**src/include/iom_pkg.sv**
```systemverilog
package iom_pkg;
  localparam int DATA_W    = 32;
  localparam int ADDR_W    = 6;
  localparam int REG_W     = 16;
  localparam int DIGIT_W   = 4;
  localparam int SRC_NUM   = 10;
  localparam int PORT_NUM  = 6;
  localparam int INPUT_NUM = 8;
  localparam int LVL_PINS  = 4;
  localparam int FILT_W    = 10;
  localparam int ALM_W     = 2;

  localparam logic [ADDR_W-1:0] OFS_ROUTE_A = 6'h00;
  localparam logic [ADDR_W-1:0] OFS_ROUTE_B = 6'h04;
  localparam logic [ADDR_W-1:0] OFS_ROUTE_C = 6'h08;
  localparam logic [ADDR_W-1:0] OFS_IN_FILT = 6'h0C;
  localparam logic [ADDR_W-1:0] OFS_AL_FILT = 6'h10;
  localparam logic [ADDR_W-1:0] OFS_LEVEL_A = 6'h14;
  localparam logic [ADDR_W-1:0] OFS_LEVEL_B = 6'h18;
  localparam logic [ADDR_W-1:0] OFS_CONTROL = 6'h1C;
  localparam logic [ADDR_W-1:0] OFS_STATUS  = 6'h20;

  localparam logic [REG_W-1:0] RST_ROUTE_A = 16'h4321;
  localparam logic [REG_W-1:0] RST_ROUTE_B = 16'h0065;
  localparam logic [REG_W-1:0] RST_ROUTE_C = 16'h0000;
  localparam logic [REG_W-1:0] RST_IN_FILT = 16'h0001;
  localparam logic [REG_W-1:0] RST_AL_FILT = 16'h0001;
  localparam logic [REG_W-1:0] RST_LEVEL   = 16'h0000;
  localparam logic [REG_W-1:0] MAX_IN_FILT = 16'h03E8;
  localparam logic [REG_W-1:0] MAX_AL_FILT = 16'h0003;

  localparam int CTRL_RESTART_BIT = 0;
  localparam int STAT_ALARM_BIT   = 8;
  localparam int STAT_PEND_BIT    = 16;

  localparam int SRC_ALARM   = 0;
  localparam int SRC_POSCMP  = 1;
  localparam int SRC_ROTATE  = 2;
  localparam int SRC_READY   = 3;
  localparam int SRC_BRAKE   = 4;
  localparam int SRC_ORIGIN  = 5;
  localparam int SRC_INPOS0  = 6;

  localparam logic PIN_IDLE = 1'b1;

  localparam int CLK_PERIOD_NS = 40;
  localparam int FILT_STEP_NS  = 100000;
  localparam int STEP_CYCLES   = FILT_STEP_NS / CLK_PERIOD_NS;
  localparam int STEP_CNT_W    = 12;
endpackage

```
**src/logic/iom_step_tick.sv**
```systemverilog
`timescale 1ns/10ps
`default_nettype none
module iom_step_tick
  import iom_pkg::*;
(
  input  wire logic clk_sys,
  input  wire logic rst_n,
  output logic      tick
);
  logic [STEP_CNT_W-1:0] cnt_reg;

  always_ff @(posedge clk_sys or negedge rst_n) begin
    if (!rst_n) begin
      cnt_reg <= '0;
    end else if (cnt_reg == STEP_CNT_W'(STEP_CYCLES - 1)) begin
      cnt_reg <= '0;
    end else begin
      cnt_reg <= cnt_reg + 1'b1;
    end
  end

  always_ff @(posedge clk_sys or negedge rst_n) begin
    if (!rst_n) begin
      tick <= 1'b0;
    end else begin
      tick <= (cnt_reg == STEP_CNT_W'(STEP_CYCLES - 1));
    end
  end
endmodule
`default_nettype wire

```
**src/logic/iom_debounce.sv**
```systemverilog
`timescale 1ns/10ps
`default_nettype none
module iom_debounce
  import iom_pkg::*;
(
  input  wire logic              clk_sys,
  input  wire logic              rst_n,
  input  wire logic              tick,
  input  wire logic              raw,
  input  wire logic [FILT_W-1:0] steps,
  output logic                   filt
);
  logic [FILT_W-1:0] cnt_reg;

  // Level must stay different for the full step count before it is taken
  always_ff @(posedge clk_sys or negedge rst_n) begin
    if (!rst_n) begin
      cnt_reg <= '0;
      filt    <= PIN_IDLE;
    end else if (raw == filt) begin
      cnt_reg <= '0;
    end else if (steps == '0) begin
      filt    <= raw;
    end else if (tick) begin
      if (cnt_reg + 1'b1 >= steps) begin
        filt    <= raw;
        cnt_reg <= '0;
      end else begin
        cnt_reg <= cnt_reg + 1'b1;
      end
    end
  end
endmodule
`default_nettype wire

```
**src/logic/iom_io_map.sv**
```systemverilog
// The Avalon-MM register port and the register offsets were chosen for this implementation.
`timescale 1ns/10ps
`default_nettype none
module iom_io_map
  import iom_pkg::*;
(
  input  wire logic              clk_sys,
  input  wire logic              rst_n,
  input  wire logic [ADDR_W-1:0] avs_address,
  input  wire logic              avs_read,
  input  wire logic              avs_write,
  input  wire logic [DATA_W-1:0] avs_writedata,
  input  wire logic [3:0]        avs_byteenable,
  output logic [DATA_W-1:0]      avs_readdata,
  output logic                   avs_waitrequest,
  input  wire logic              alarm_flag,
  input  wire logic              position_complete_flag,
  input  wire logic              rotation_detect_flag,
  input  wire logic              servo_ready_flag,
  input  wire logic              brake_flag,
  input  wire logic              encoder_origin_flag,
  input  wire logic              internal_pos_mode,
  input  wire logic              inpos_set_bit_zero,
  input  wire logic              inpos_set_bit_one,
  input  wire logic              inpos_set_bit_two,
  input  wire logic              inpos_set_bit_three,
  input  wire logic [INPUT_NUM-1:0] input_pin,
  input  wire logic              alarm_pin,
  output logic                   output_port_one,
  output logic                   output_port_two,
  output logic                   output_port_three,
  output logic                   output_port_four,
  output logic                   output_port_five,
  output logic                   output_port_six,
  output logic [INPUT_NUM-1:0]   input_active,
  output logic                   alarm_input_active
);
  logic [REG_W-1:0]         route_a_reg;
  logic [REG_W-1:0]         route_b_reg;
  logic [REG_W-1:0]         route_c_reg;
  logic [REG_W-1:0]         act_a_reg;
  logic [REG_W-1:0]         act_b_reg;
  logic [REG_W-1:0]         act_c_reg;
  logic [REG_W-1:0]         in_filt_reg;
  logic [REG_W-1:0]         al_filt_reg;
  logic [REG_W-1:0]         level_a_reg;
  logic [REG_W-1:0]         level_b_reg;
  logic [REG_W-1:0]         wr_merged;
  logic [PORT_NUM-1:0]      port_next;
  logic [PORT_NUM-1:0]      port_reg;
  logic [SRC_NUM-1:0]       src;
  logic [SRC_NUM*DIGIT_W-1:0] digits;
  logic [INPUT_NUM-1:0]     pin_filt;
  logic [INPUT_NUM-1:0]     level_sel;
  logic                     alarm_filt;
  logic                     tick;
  logic                     wr_fire;
  logic                     rd_take;
  logic                     restart;
  logic                     pending;

  // Bus handshake
  // Every access is answered with exactly one low cycle of waitrequest
  assign wr_fire = avs_write && !avs_waitrequest;
  assign rd_take = avs_read && avs_waitrequest;

  always_ff @(posedge clk_sys or negedge rst_n) begin
    if (!rst_n) begin
      avs_waitrequest <= 1'b1;
    end else if ((avs_read || avs_write) && avs_waitrequest) begin
      avs_waitrequest <= 1'b0;
    end else begin
      avs_waitrequest <= 1'b1;
    end
  end

  // Only the two low byte lanes carry writable register bits
  always_comb begin
    wr_merged = '0;
    case (avs_address)
      OFS_ROUTE_A: wr_merged = route_a_reg;
      OFS_ROUTE_B: wr_merged = route_b_reg;
      OFS_ROUTE_C: wr_merged = route_c_reg;
      OFS_IN_FILT: wr_merged = in_filt_reg;
      OFS_AL_FILT: wr_merged = al_filt_reg;
      OFS_LEVEL_A: wr_merged = level_a_reg;
      OFS_LEVEL_B: wr_merged = level_b_reg;
      default:     wr_merged = '0;
    endcase
    if (avs_byteenable[0]) begin
      wr_merged[7:0] = avs_writedata[7:0];
    end
    if (avs_byteenable[1]) begin
      wr_merged[15:8] = avs_writedata[15:8];
    end
  end

  assign restart = wr_fire && avs_address == OFS_CONTROL &&
                   avs_byteenable[0] && avs_writedata[CTRL_RESTART_BIT];
  assign pending = {route_a_reg, route_b_reg, route_c_reg} !=
                   {act_a_reg, act_b_reg, act_c_reg};

  // Pending routing, written by software
  always_ff @(posedge clk_sys or negedge rst_n) begin
    if (!rst_n) begin
      route_a_reg <= RST_ROUTE_A;
      route_b_reg <= RST_ROUTE_B;
      route_c_reg <= RST_ROUTE_C;
    end else if (wr_fire) begin
      if (avs_address == OFS_ROUTE_A) begin
        route_a_reg <= wr_merged;
      end
      if (avs_address == OFS_ROUTE_B) begin
        route_b_reg <= wr_merged;
      end
      if (avs_address == OFS_ROUTE_C) begin
        route_c_reg <= wr_merged;
      end
    end
  end

  // Routing in force; a restart stands in for the power cycle
  always_ff @(posedge clk_sys or negedge rst_n) begin
    if (!rst_n) begin
      act_a_reg <= RST_ROUTE_A;
      act_b_reg <= RST_ROUTE_B;
      act_c_reg <= RST_ROUTE_C;
    end else if (restart) begin
      act_a_reg <= route_a_reg;
      act_b_reg <= route_b_reg;
      act_c_reg <= route_c_reg;
    end
  end

  // Filter and level settings act immediately
  always_ff @(posedge clk_sys or negedge rst_n) begin
    if (!rst_n) begin
      in_filt_reg <= RST_IN_FILT;
      al_filt_reg <= RST_AL_FILT;
      level_a_reg <= RST_LEVEL;
      level_b_reg <= RST_LEVEL;
    end else if (wr_fire) begin
      // Out-of-range times clamp rather than wrap
      if (avs_address == OFS_IN_FILT) begin
        in_filt_reg <= (wr_merged > MAX_IN_FILT) ? MAX_IN_FILT
                                                 : wr_merged;
      end
      if (avs_address == OFS_AL_FILT) begin
        al_filt_reg <= (wr_merged > MAX_AL_FILT) ? MAX_AL_FILT
                                                 : wr_merged;
      end
      if (avs_address == OFS_LEVEL_A) begin
        level_a_reg <= wr_merged;
      end
      if (avs_address == OFS_LEVEL_B) begin
        level_b_reg <= wr_merged;
      end
    end
  end

  // Read data stands when waitrequest drops
  always_ff @(posedge clk_sys or negedge rst_n) begin
    if (!rst_n) begin
      avs_readdata <= '0;
    end else if (rd_take) begin
      unique case (avs_address)
        OFS_ROUTE_A: avs_readdata <= DATA_W'(route_a_reg);
        OFS_ROUTE_B: avs_readdata <= DATA_W'(route_b_reg);
        OFS_ROUTE_C: avs_readdata <= DATA_W'(route_c_reg);
        OFS_IN_FILT: avs_readdata <= DATA_W'(in_filt_reg);
        OFS_AL_FILT: avs_readdata <= DATA_W'(al_filt_reg);
        OFS_LEVEL_A: avs_readdata <= DATA_W'(level_a_reg);
        OFS_LEVEL_B: avs_readdata <= DATA_W'(level_b_reg);
        OFS_STATUS: begin
          avs_readdata <= '0;
          avs_readdata[INPUT_NUM-1:0]  <= input_active;
          avs_readdata[STAT_ALARM_BIT] <= alarm_input_active;
          avs_readdata[STAT_PEND_BIT]  <= pending;
        end
        default:     avs_readdata <= '0;
      endcase
    end
  end

  // Output routing
  // Set-number bits only count in internal position mode
  assign src = {inpos_set_bit_three && internal_pos_mode,
                inpos_set_bit_two && internal_pos_mode,
                inpos_set_bit_one && internal_pos_mode,
                inpos_set_bit_zero && internal_pos_mode,
                encoder_origin_flag, brake_flag, servo_ready_flag,
                rotation_detect_flag, position_complete_flag, alarm_flag};
  assign digits = {act_c_reg, act_b_reg[2*DIGIT_W-1:0], act_a_reg};

  // Two signals on one port are OR-ed; digits 7 to 15 drive nothing
  generate
    for (genvar p = 0; p < PORT_NUM; p++) begin : g_port
      logic [SRC_NUM-1:0] hit;
      for (genvar s = 0; s < SRC_NUM; s++) begin : g_src
        assign hit[s] = src[s] &&
          digits[s*DIGIT_W +: DIGIT_W] == DIGIT_W'(p + 1);
      end
      assign port_next[p] = |hit;
    end
  endgenerate

  always_ff @(posedge clk_sys or negedge rst_n) begin
    if (!rst_n) begin
      port_reg <= '0;
    end else begin
      port_reg <= port_next;
    end
  end

  assign output_port_one   = port_reg[0];
  assign output_port_two   = port_reg[1];
  assign output_port_three = port_reg[2];
  assign output_port_four  = port_reg[3];
  assign output_port_five  = port_reg[4];
  assign output_port_six   = port_reg[5];

  // Input filtering and level
  iom_step_tick u_tick (
    .clk_sys (clk_sys),
    .rst_n   (rst_n),
    .tick    (tick)
  );

  generate
    for (genvar i = 0; i < INPUT_NUM; i++) begin : g_in
      iom_debounce u_deb (
        .clk_sys (clk_sys),
        .rst_n   (rst_n),
        .tick    (tick),
        .raw     (input_pin[i]),
        .steps   (in_filt_reg[FILT_W-1:0]),
        .filt    (pin_filt[i])
      );
    end
  endgenerate

  iom_debounce u_alarm_deb (
    .clk_sys (clk_sys),
    .rst_n   (rst_n),
    .tick    (tick),
    .raw     (alarm_pin),
    .steps   (FILT_W'(al_filt_reg[ALM_W-1:0])),
    .filt    (alarm_filt)
  );

  assign level_sel = {level_b_reg[LVL_PINS-1:0],
                      level_a_reg[LVL_PINS-1:0]};

  always_ff @(posedge clk_sys or negedge rst_n) begin
    if (!rst_n) begin
      input_active       <= '0;
      alarm_input_active <= 1'b0;
    end else begin
      // Low pin asserts for 0, high pin asserts for 1
      input_active       <= ~(pin_filt ^ level_sel);
      alarm_input_active <= alarm_filt;
    end
  end

  // Checks
  logic [PORT_NUM-1:0] ab_hit;
  logic [PORT_NUM-1:0] any_dig;

  generate
    for (genvar p = 0; p < PORT_NUM; p++) begin : g_chk
      assign ab_hit[p] = (g_port[p].hit[SRC_INPOS0-1:0] != '0);
      assign any_dig[p] =
        act_a_reg[SRC_ALARM*DIGIT_W +: DIGIT_W] == DIGIT_W'(p + 1) ||
        act_a_reg[SRC_READY*DIGIT_W +: DIGIT_W] == DIGIT_W'(p + 1);
    end
  endgenerate
endmodule
`default_nettype wire

```
**config.mk**
```make
export PLATFORM = sky130hd
export DESIGN_NAME = iom_io_map
export DESIGN_NICKNAME = d
export VERILOG_FILES = /design/src/include/iom_pkg.sv /design/src/logic/iom_step_tick.sv /design/src/logic/iom_debounce.sv /design/src/logic/iom_io_map.sv
export SDC_FILE = /design/constraint.sdc
export NUM_CORES = 1
export LEC_CHECK = 0
export ABC_AREA = 1
export ABC_CLOCK_PERIOD_IN_PS = 2850
export BUFFER_PORTS_ARGS = -buffer_cell sky130_fd_sc_hd__buf_2
export CAP_MARGIN = 20
export CORE_MARGIN = 2
export CORE_UTILIZATION = 45
export CTS_BUF_LIST = sky130_fd_sc_hd__clkbuf_4
export CTS_CLUSTER_SIZE = 30
export DETAILED_ROUTE_END_ITERATION = 10
export GPL_ROUTABILITY_DRIVEN = 0
export SKIP_CTS_REPAIR_TIMING = 1
export SLEW_MARGIN = 20
export SYNTH_ARGS = -nofsm -noshare
export SYNTH_HDL_FRONTEND = slang
export SYNTH_SLANG_ARGS = --single-unit
```
**constraint.sdc**
```tcl
create_clock -name clk_sys -period 2.85 [get_ports clk_sys]
set_input_delay 0.1425 -clock clk_sys [delete_from_list [all_inputs] [get_ports clk_sys]]
set_output_delay 0.1425 -clock clk_sys [all_outputs]
set_load 0.01 [all_outputs]
```
# After elaboration in Yosys (flattened, before gate mapping)
# Index checks and enable logic that the tools add are counted.
# word_totals
reg_bits,320
word_cells,352
input_bits,66
# op_classes
n_bitwise,11
n_mux,71
magnitude_cmp,11
eq_ne,88
reduce_logical,126
addsub,10
# ops
operator,n
2-to-1 mux 10 bit,36
one-hot mux 17 bit (8 select lines),1
== test 4 x 3 -> 1 bit (second input constant),30
one-hot mux 16 bit (7 select lines),1
adder 10 x 1 -> 10 bit (second input constant),9
== test 4 x 2 -> 1 bit (second input constant),20
>= comparator 10 bit,8
logical AND 1 bit,70
OR reduction 10 bit,6
inequality test 48 bit,1
== test 4 x 1 -> 1 bit (second input constant),10
nonzero test 2 bit,20
2-to-1 mux 16 bit,2
AND reduction 2 bit,16
2-to-1 mux 1 bit,28
AND reduction 3 bit,9
== test 6 x 5 -> 1 bit (second input constant),4
logical NOT 10 bit,2
inequality test 2 x 1 -> 1 bit (second input constant),9
greater-than comparator 16 x 10 -> 1 bit (second input constant),1
greater-than comparator 16 x 2 -> 1 bit (second input constant),1
2-to-1 mux 8 bit,2
adder 12 x 1 -> 12 bit (second input constant),1
== test 12 bit (second input constant),1
12 further kinds,29

# Longest topological paths before layout
# depth
ltp_word,6
mapped_depth,18
mapped_depth_nobuf,18

# By module
# Synthesis repeated with hierarchy kept, for this count alone.
# hier_totals
hier_cells,2618
hier_area_um2,19915.4
# modules_own_cells
module,area_per_inst_um2,instances,cells_each,seq_area_each_um2
iom_io_map,10004.6,1,1287,4855.9
iom_debounce,1022.2,9,137,276.5
iom_step_tick,710.7,1,98,325.3

# Worst setup path after synthesis
# Ideal clock, no wire load.
# synth_path
kind,register -> register
from,register g_in[3].u_deb.cnt_reg[0]
to,register g_in[3].u_deb.filt
setup_time_ns,0.082
period_less_slack_ns,2.602
t_required_ns,2.768
t_arrival_ns,2.519
stages_incl_launch_ff,17
slack_ns,0.248
n_path_buf,0
path_cell_list,dfrtp_1 > nand3_1 > nor2_1 > nand2_1 > nor3_1 > nand2_1 > nor2_1 > xor2_1 > inv_1 > ha_1 > nand2_1 > nor2_1 > o211ai_1 > nand3_1 > a31oi_1 > o21ai_0 > mux2_2
# synth_between
elab_chain_len,4
# synth_lines
item,line_no,rtl
from (decl),iom_debounce.sv:13,logic [FILT_W-1:0] cnt_reg;
from (signal assigned),iom_debounce.sv:29,cnt_reg <= cnt_reg + 1'b1;
adder 10 x 1 -> 10 bit,iom_debounce.sv:25,if (cnt_reg + 1'b1 >= steps) begin
>= comparator 10 bit,iom_debounce.sv:25,
nonzero test 2 bit (no line),n/a,
AND reduction 3 bit (no line),n/a,
to (signal assigned),iom_debounce.sv:23,filt <= raw;
to (signal assigned),iom_debounce.sv:26,filt <= raw;
to (decl),iom_debounce.sv:11,output logic filt
# Every way passes these cells.
# A chain may end at the register's enable or synchronous reset.

# Worst setup path in the final report
# layout_path
from,register g_in[3].u_deb.cnt_reg[1]
to,register g_in[3].u_deb.filt
# The elaborated chain is that of the path after synthesis.

==> flow_metrics.tcl <==
set metrics [dict create \
    synth_compound_area_share_pct 11.81 \
    crit_fanout 4 \
    synth_xor_area_share_pct 5.705 \
    hold_path_class "input port to flip-flop" \
    dp_hpwl_mm 37.45 \
    first_pass_iters 6 \
    synthMuxAreaShare_pct 0.5076 \
    synth_top_area_cell "dfrtp_1" \
    synthAdderAreaFrac_pct 6.577 \
    rr_worst_depth 17 \
    grt_pass1_vias 15298 \
    finalCriticalPeriod_ns 2.755 \
    drcViolationCount 0 \
    core_area_mm2 0.03856 \
    start_util_pct 45.39 \
    synth_top_family_by_area "simple AND/OR/NAND/NOR gates" \
    synth_top_area_share_pct 39.32 \
    tns_ns 0 \
    rsz0062_at_grt "true" \
    clock_latency_ns 0.77 \
    htree_levels 3 \
    ant_nets 0 \
    num_rows 72 \
    clock_sinks 305 \
    power.leakage_nw 10.84 \
    failed_checks "hold timing" \
    cts_buffers 87 \
    ys_seq_area_share_pct 43.82 \
    power_density_mw_per_mm2 543.3 \
    synthCells 2194 \
    skew_ns 0.03773 \
    grt_start_max_net_pins 97 \
    required_ns 3.54 \
    worstSetupEndpointType "flip-flop" \
    r2r-start "g_in[3].u_deb.cnt_reg[1]$_DFFE_PN0P_" \
    netlist_area_mm2 0.01750 \
    synthSimpleGateAreaFrac_pct 23.18 \
    vias 15983 \
    drive_gt1_share_pct 19.99 \
    crit_type "flip-flop to flip-flop" \
    vias_per_cell 5.223 \
    grt_use_total_pct 25.64 \
    synth_edf_count 0 \
    ys_seq_elements 305 \
    synth_flop_cell "dfrtp_1" \
    finalWirelength_mm 52.88 \
    synth.area.top_cells "dfrtp_1, nand2_1, ha_1" \
    worst_hold_slack_ns -0.01854 \
    clock.fmax_mhz 363.0 \
    fin_crit_sh_pct 96.66 \
    wl_per_cell_um 17.28 \
    root_buffer "clkbuf_4" \
    tightest_slew_ns 0.8646 \
    peakVddDrop_mv 0.2960 \
    ioPinCount 114 \
    fin_nets 2629 \
    io_buffers 80 \
    synth-warning-count 0 \
    die_area_mm2 0.04049 \
    hp-start "inpos_set_bit_one" \
    largest_reg_flops 80 \
    finalHoldViolCount 1 \
    fin_area_mm2 0.02148 \
    cts_buffer_depth 3 \
    synthArstFlopShare_pct 100.0 \
    antenna_found_initial 2 \
    fillers 3739 \
    dr.first_iter.drc_count 1254 \
    synthDistinctLibCells 48 \
    setup_viol 0 \
    fin_util_pct 55.71 \
    grt_pass1_wl_mm 81.81 \
    cap_violations 0 \
    fp.dieW_um 201.2 \
    postPlaceCellArea_mm2 0.01904 \
    chipHeight_um 201.2 \
    power_mw 11.67 \
    clkTransAtPathRegs_ns 0.07 \
    critPathLaunchType "flip-flop" \
    holdPathStages 7 \
    relSlewSlack_pct 42.36 \
    critical_path.startpoint "g_in[3].u_deb.cnt_reg[1]$_DFFE_PN0P_" \
    cts_tree "done" \
    area_growth_pct 22.74 \
    overflow 0 \
    slew_viol_final 0 \
    cp.arrival_ns 3.45 \
    synth_area_per_cell_um2 7.977 \
    status "finished, violations left" \
]
cells in the mapped netlist (6+ instances only):
cell	instances
nand2_1	472
inv_1	291
dfrtp_1	275
nor2_1	268
o21ai_0	161
nand3_1	104
ha_1	92
xor2_1	92
o22ai_1	51
a21oi_1	50
nand4_1	42
clkbuf_1	35
dfstp_2	30
a31oi_1	28
nor3_1	28
nor4_1	22
xnor2_1	22
a32o_1	17
buf_4	17
buf_2	8
o211ai_1	8
o21a_1	8
mux2_2	7
nand2_2	7
a21oi_2	6
nor2_2	6
power breakdown:
| group | switching [mW] | internal [mW] |
|---|---|---|
| Combinational | 1.47 | 0.892 |
| Clock | 1.92 | 2.19 |
| Sequential | 0.400 | 4.80 |
worst paths after layout:
check,end,slack (ns)
max,g_in[3].u_deb.filt$_DFFE_PN1P_,0.1
min,port_reg[4]$_DFF_PN0_,-0.02
max reg2reg,g_in[3].u_deb.filt$_DFFE_PN1P_,0.1
min reg2reg,alarm_input_active$_DFF_PN0_,0.42
max in group asynchronous,u_alarm_deb.filt$_DFFE_PN1P_,2.31
min in group asynchronous,route_b_reg[0]$_DFFE_PN1P_,0.04
final cells by class:
| class | count | area [µm²] | share of cell area [%] |
|---|---|---|---|
| clock buffers | 138 | 1036 | 4.823 |
| flip-flops and latches | 305 | 7671 | 35.71 |
| diodes | 1 | 2.502 | 0.01165 |
| well taps | 518 | 648.1 | 3.017 |
| repair buffers | 240 | 1854 | 8.632 |
| inverters | 295 | 1107 | 5.155 |
| multi-input cells | 1542 | 9082 | 42.28 |
| clock inverters | 21 | 80.08 | 0.3728 |
per-stage QoR:
stage | setup WS, ns | hold slack (ns) | std cells
finish | 0.09520 | -0.01854 | 3060
global route | -0.1279 | 0.001001 | 3060
CTS | -0.1082 | -0.7512 | 2988
detailed placement | -0.09057 | 0.1117 | 2829
global placement | -0.03414 | 0.1079 | 2829
floorplan | 0.2483 | -0.1531 | 2208
placed cells by master, fill, tap and decap left out, types with 5 or more instances in the layout:
cell / n
nor3_2: 6
a21oi_1: 45
clkinv_1: 21
nor2_1: 242
a21oi_2: 11
xor2_1: 84
ha_4: 12
buf_2: 79
buf_12: 8
xnor2_1: 22
o21ai_1: 11
xor2_2: 8
a31oi_1: 23
buf_4: 102
nand2_2: 21
o21ai_0: 142
o21a_1: 8
nor4_1: 16
a32o_1: 17
nand4_1: 42
inv_1: 290
dlygate4sd3_1: 49
nor3_1: 22
nor2_2: 29
nand2_1: 455
o21ai_2: 8
nor2_4: 8
nand3_1: 91
ha_1: 78
o22ai_1: 50
conb_1: 15
clkbuf_4: 138
dfrtp_1: 274
nand3_2: 12
nand2_4: 5
o211ai_1: 8
a31oi_4: 5
dfstp_2: 30
routing by layer:
metal | GRT usage, % | vias up | routed length, µm
met5 | 0.3571 | - | 0
met4 | 10.53 | 0 | 1584
met3 | 5.118 | 102 | 3601
met2 | 40.67 | 520 | 24430
met1 | 34.43 | 7574 | 23270
li1 | - | 7787 | -
cell families after synthesis:
kind of cell / count (synthesis)
flip-flops: 305
other: 1
AO/OA/AOI/OAI: 350
XOR/XNOR: 114
buffers and inverters: 361
multiplexers: 8
AND/OR/NAND/NOR: 963
adder cells (fa/ha/maj): 92
critical path, stage by stage (launching register included):
cell,delay (ns)
dfrtp_1,0.44
nand3_2,0.10
nor2_1,0.10
nand2_1,0.09
nor3_2,0.20
nand2_1,0.09
nor2_2,0.10
xor2_1,0.19
inv_1,0.10
ha_4,0.29
nand2_2,0.07
nor2_2,0.09
o211ai_1,0.10
nand3_1,0.08
a31oi_1,0.04
buf_4,0.17
o21ai_2,0.12
mux2_4,0.31
Power figures use the tool's default switching activity.
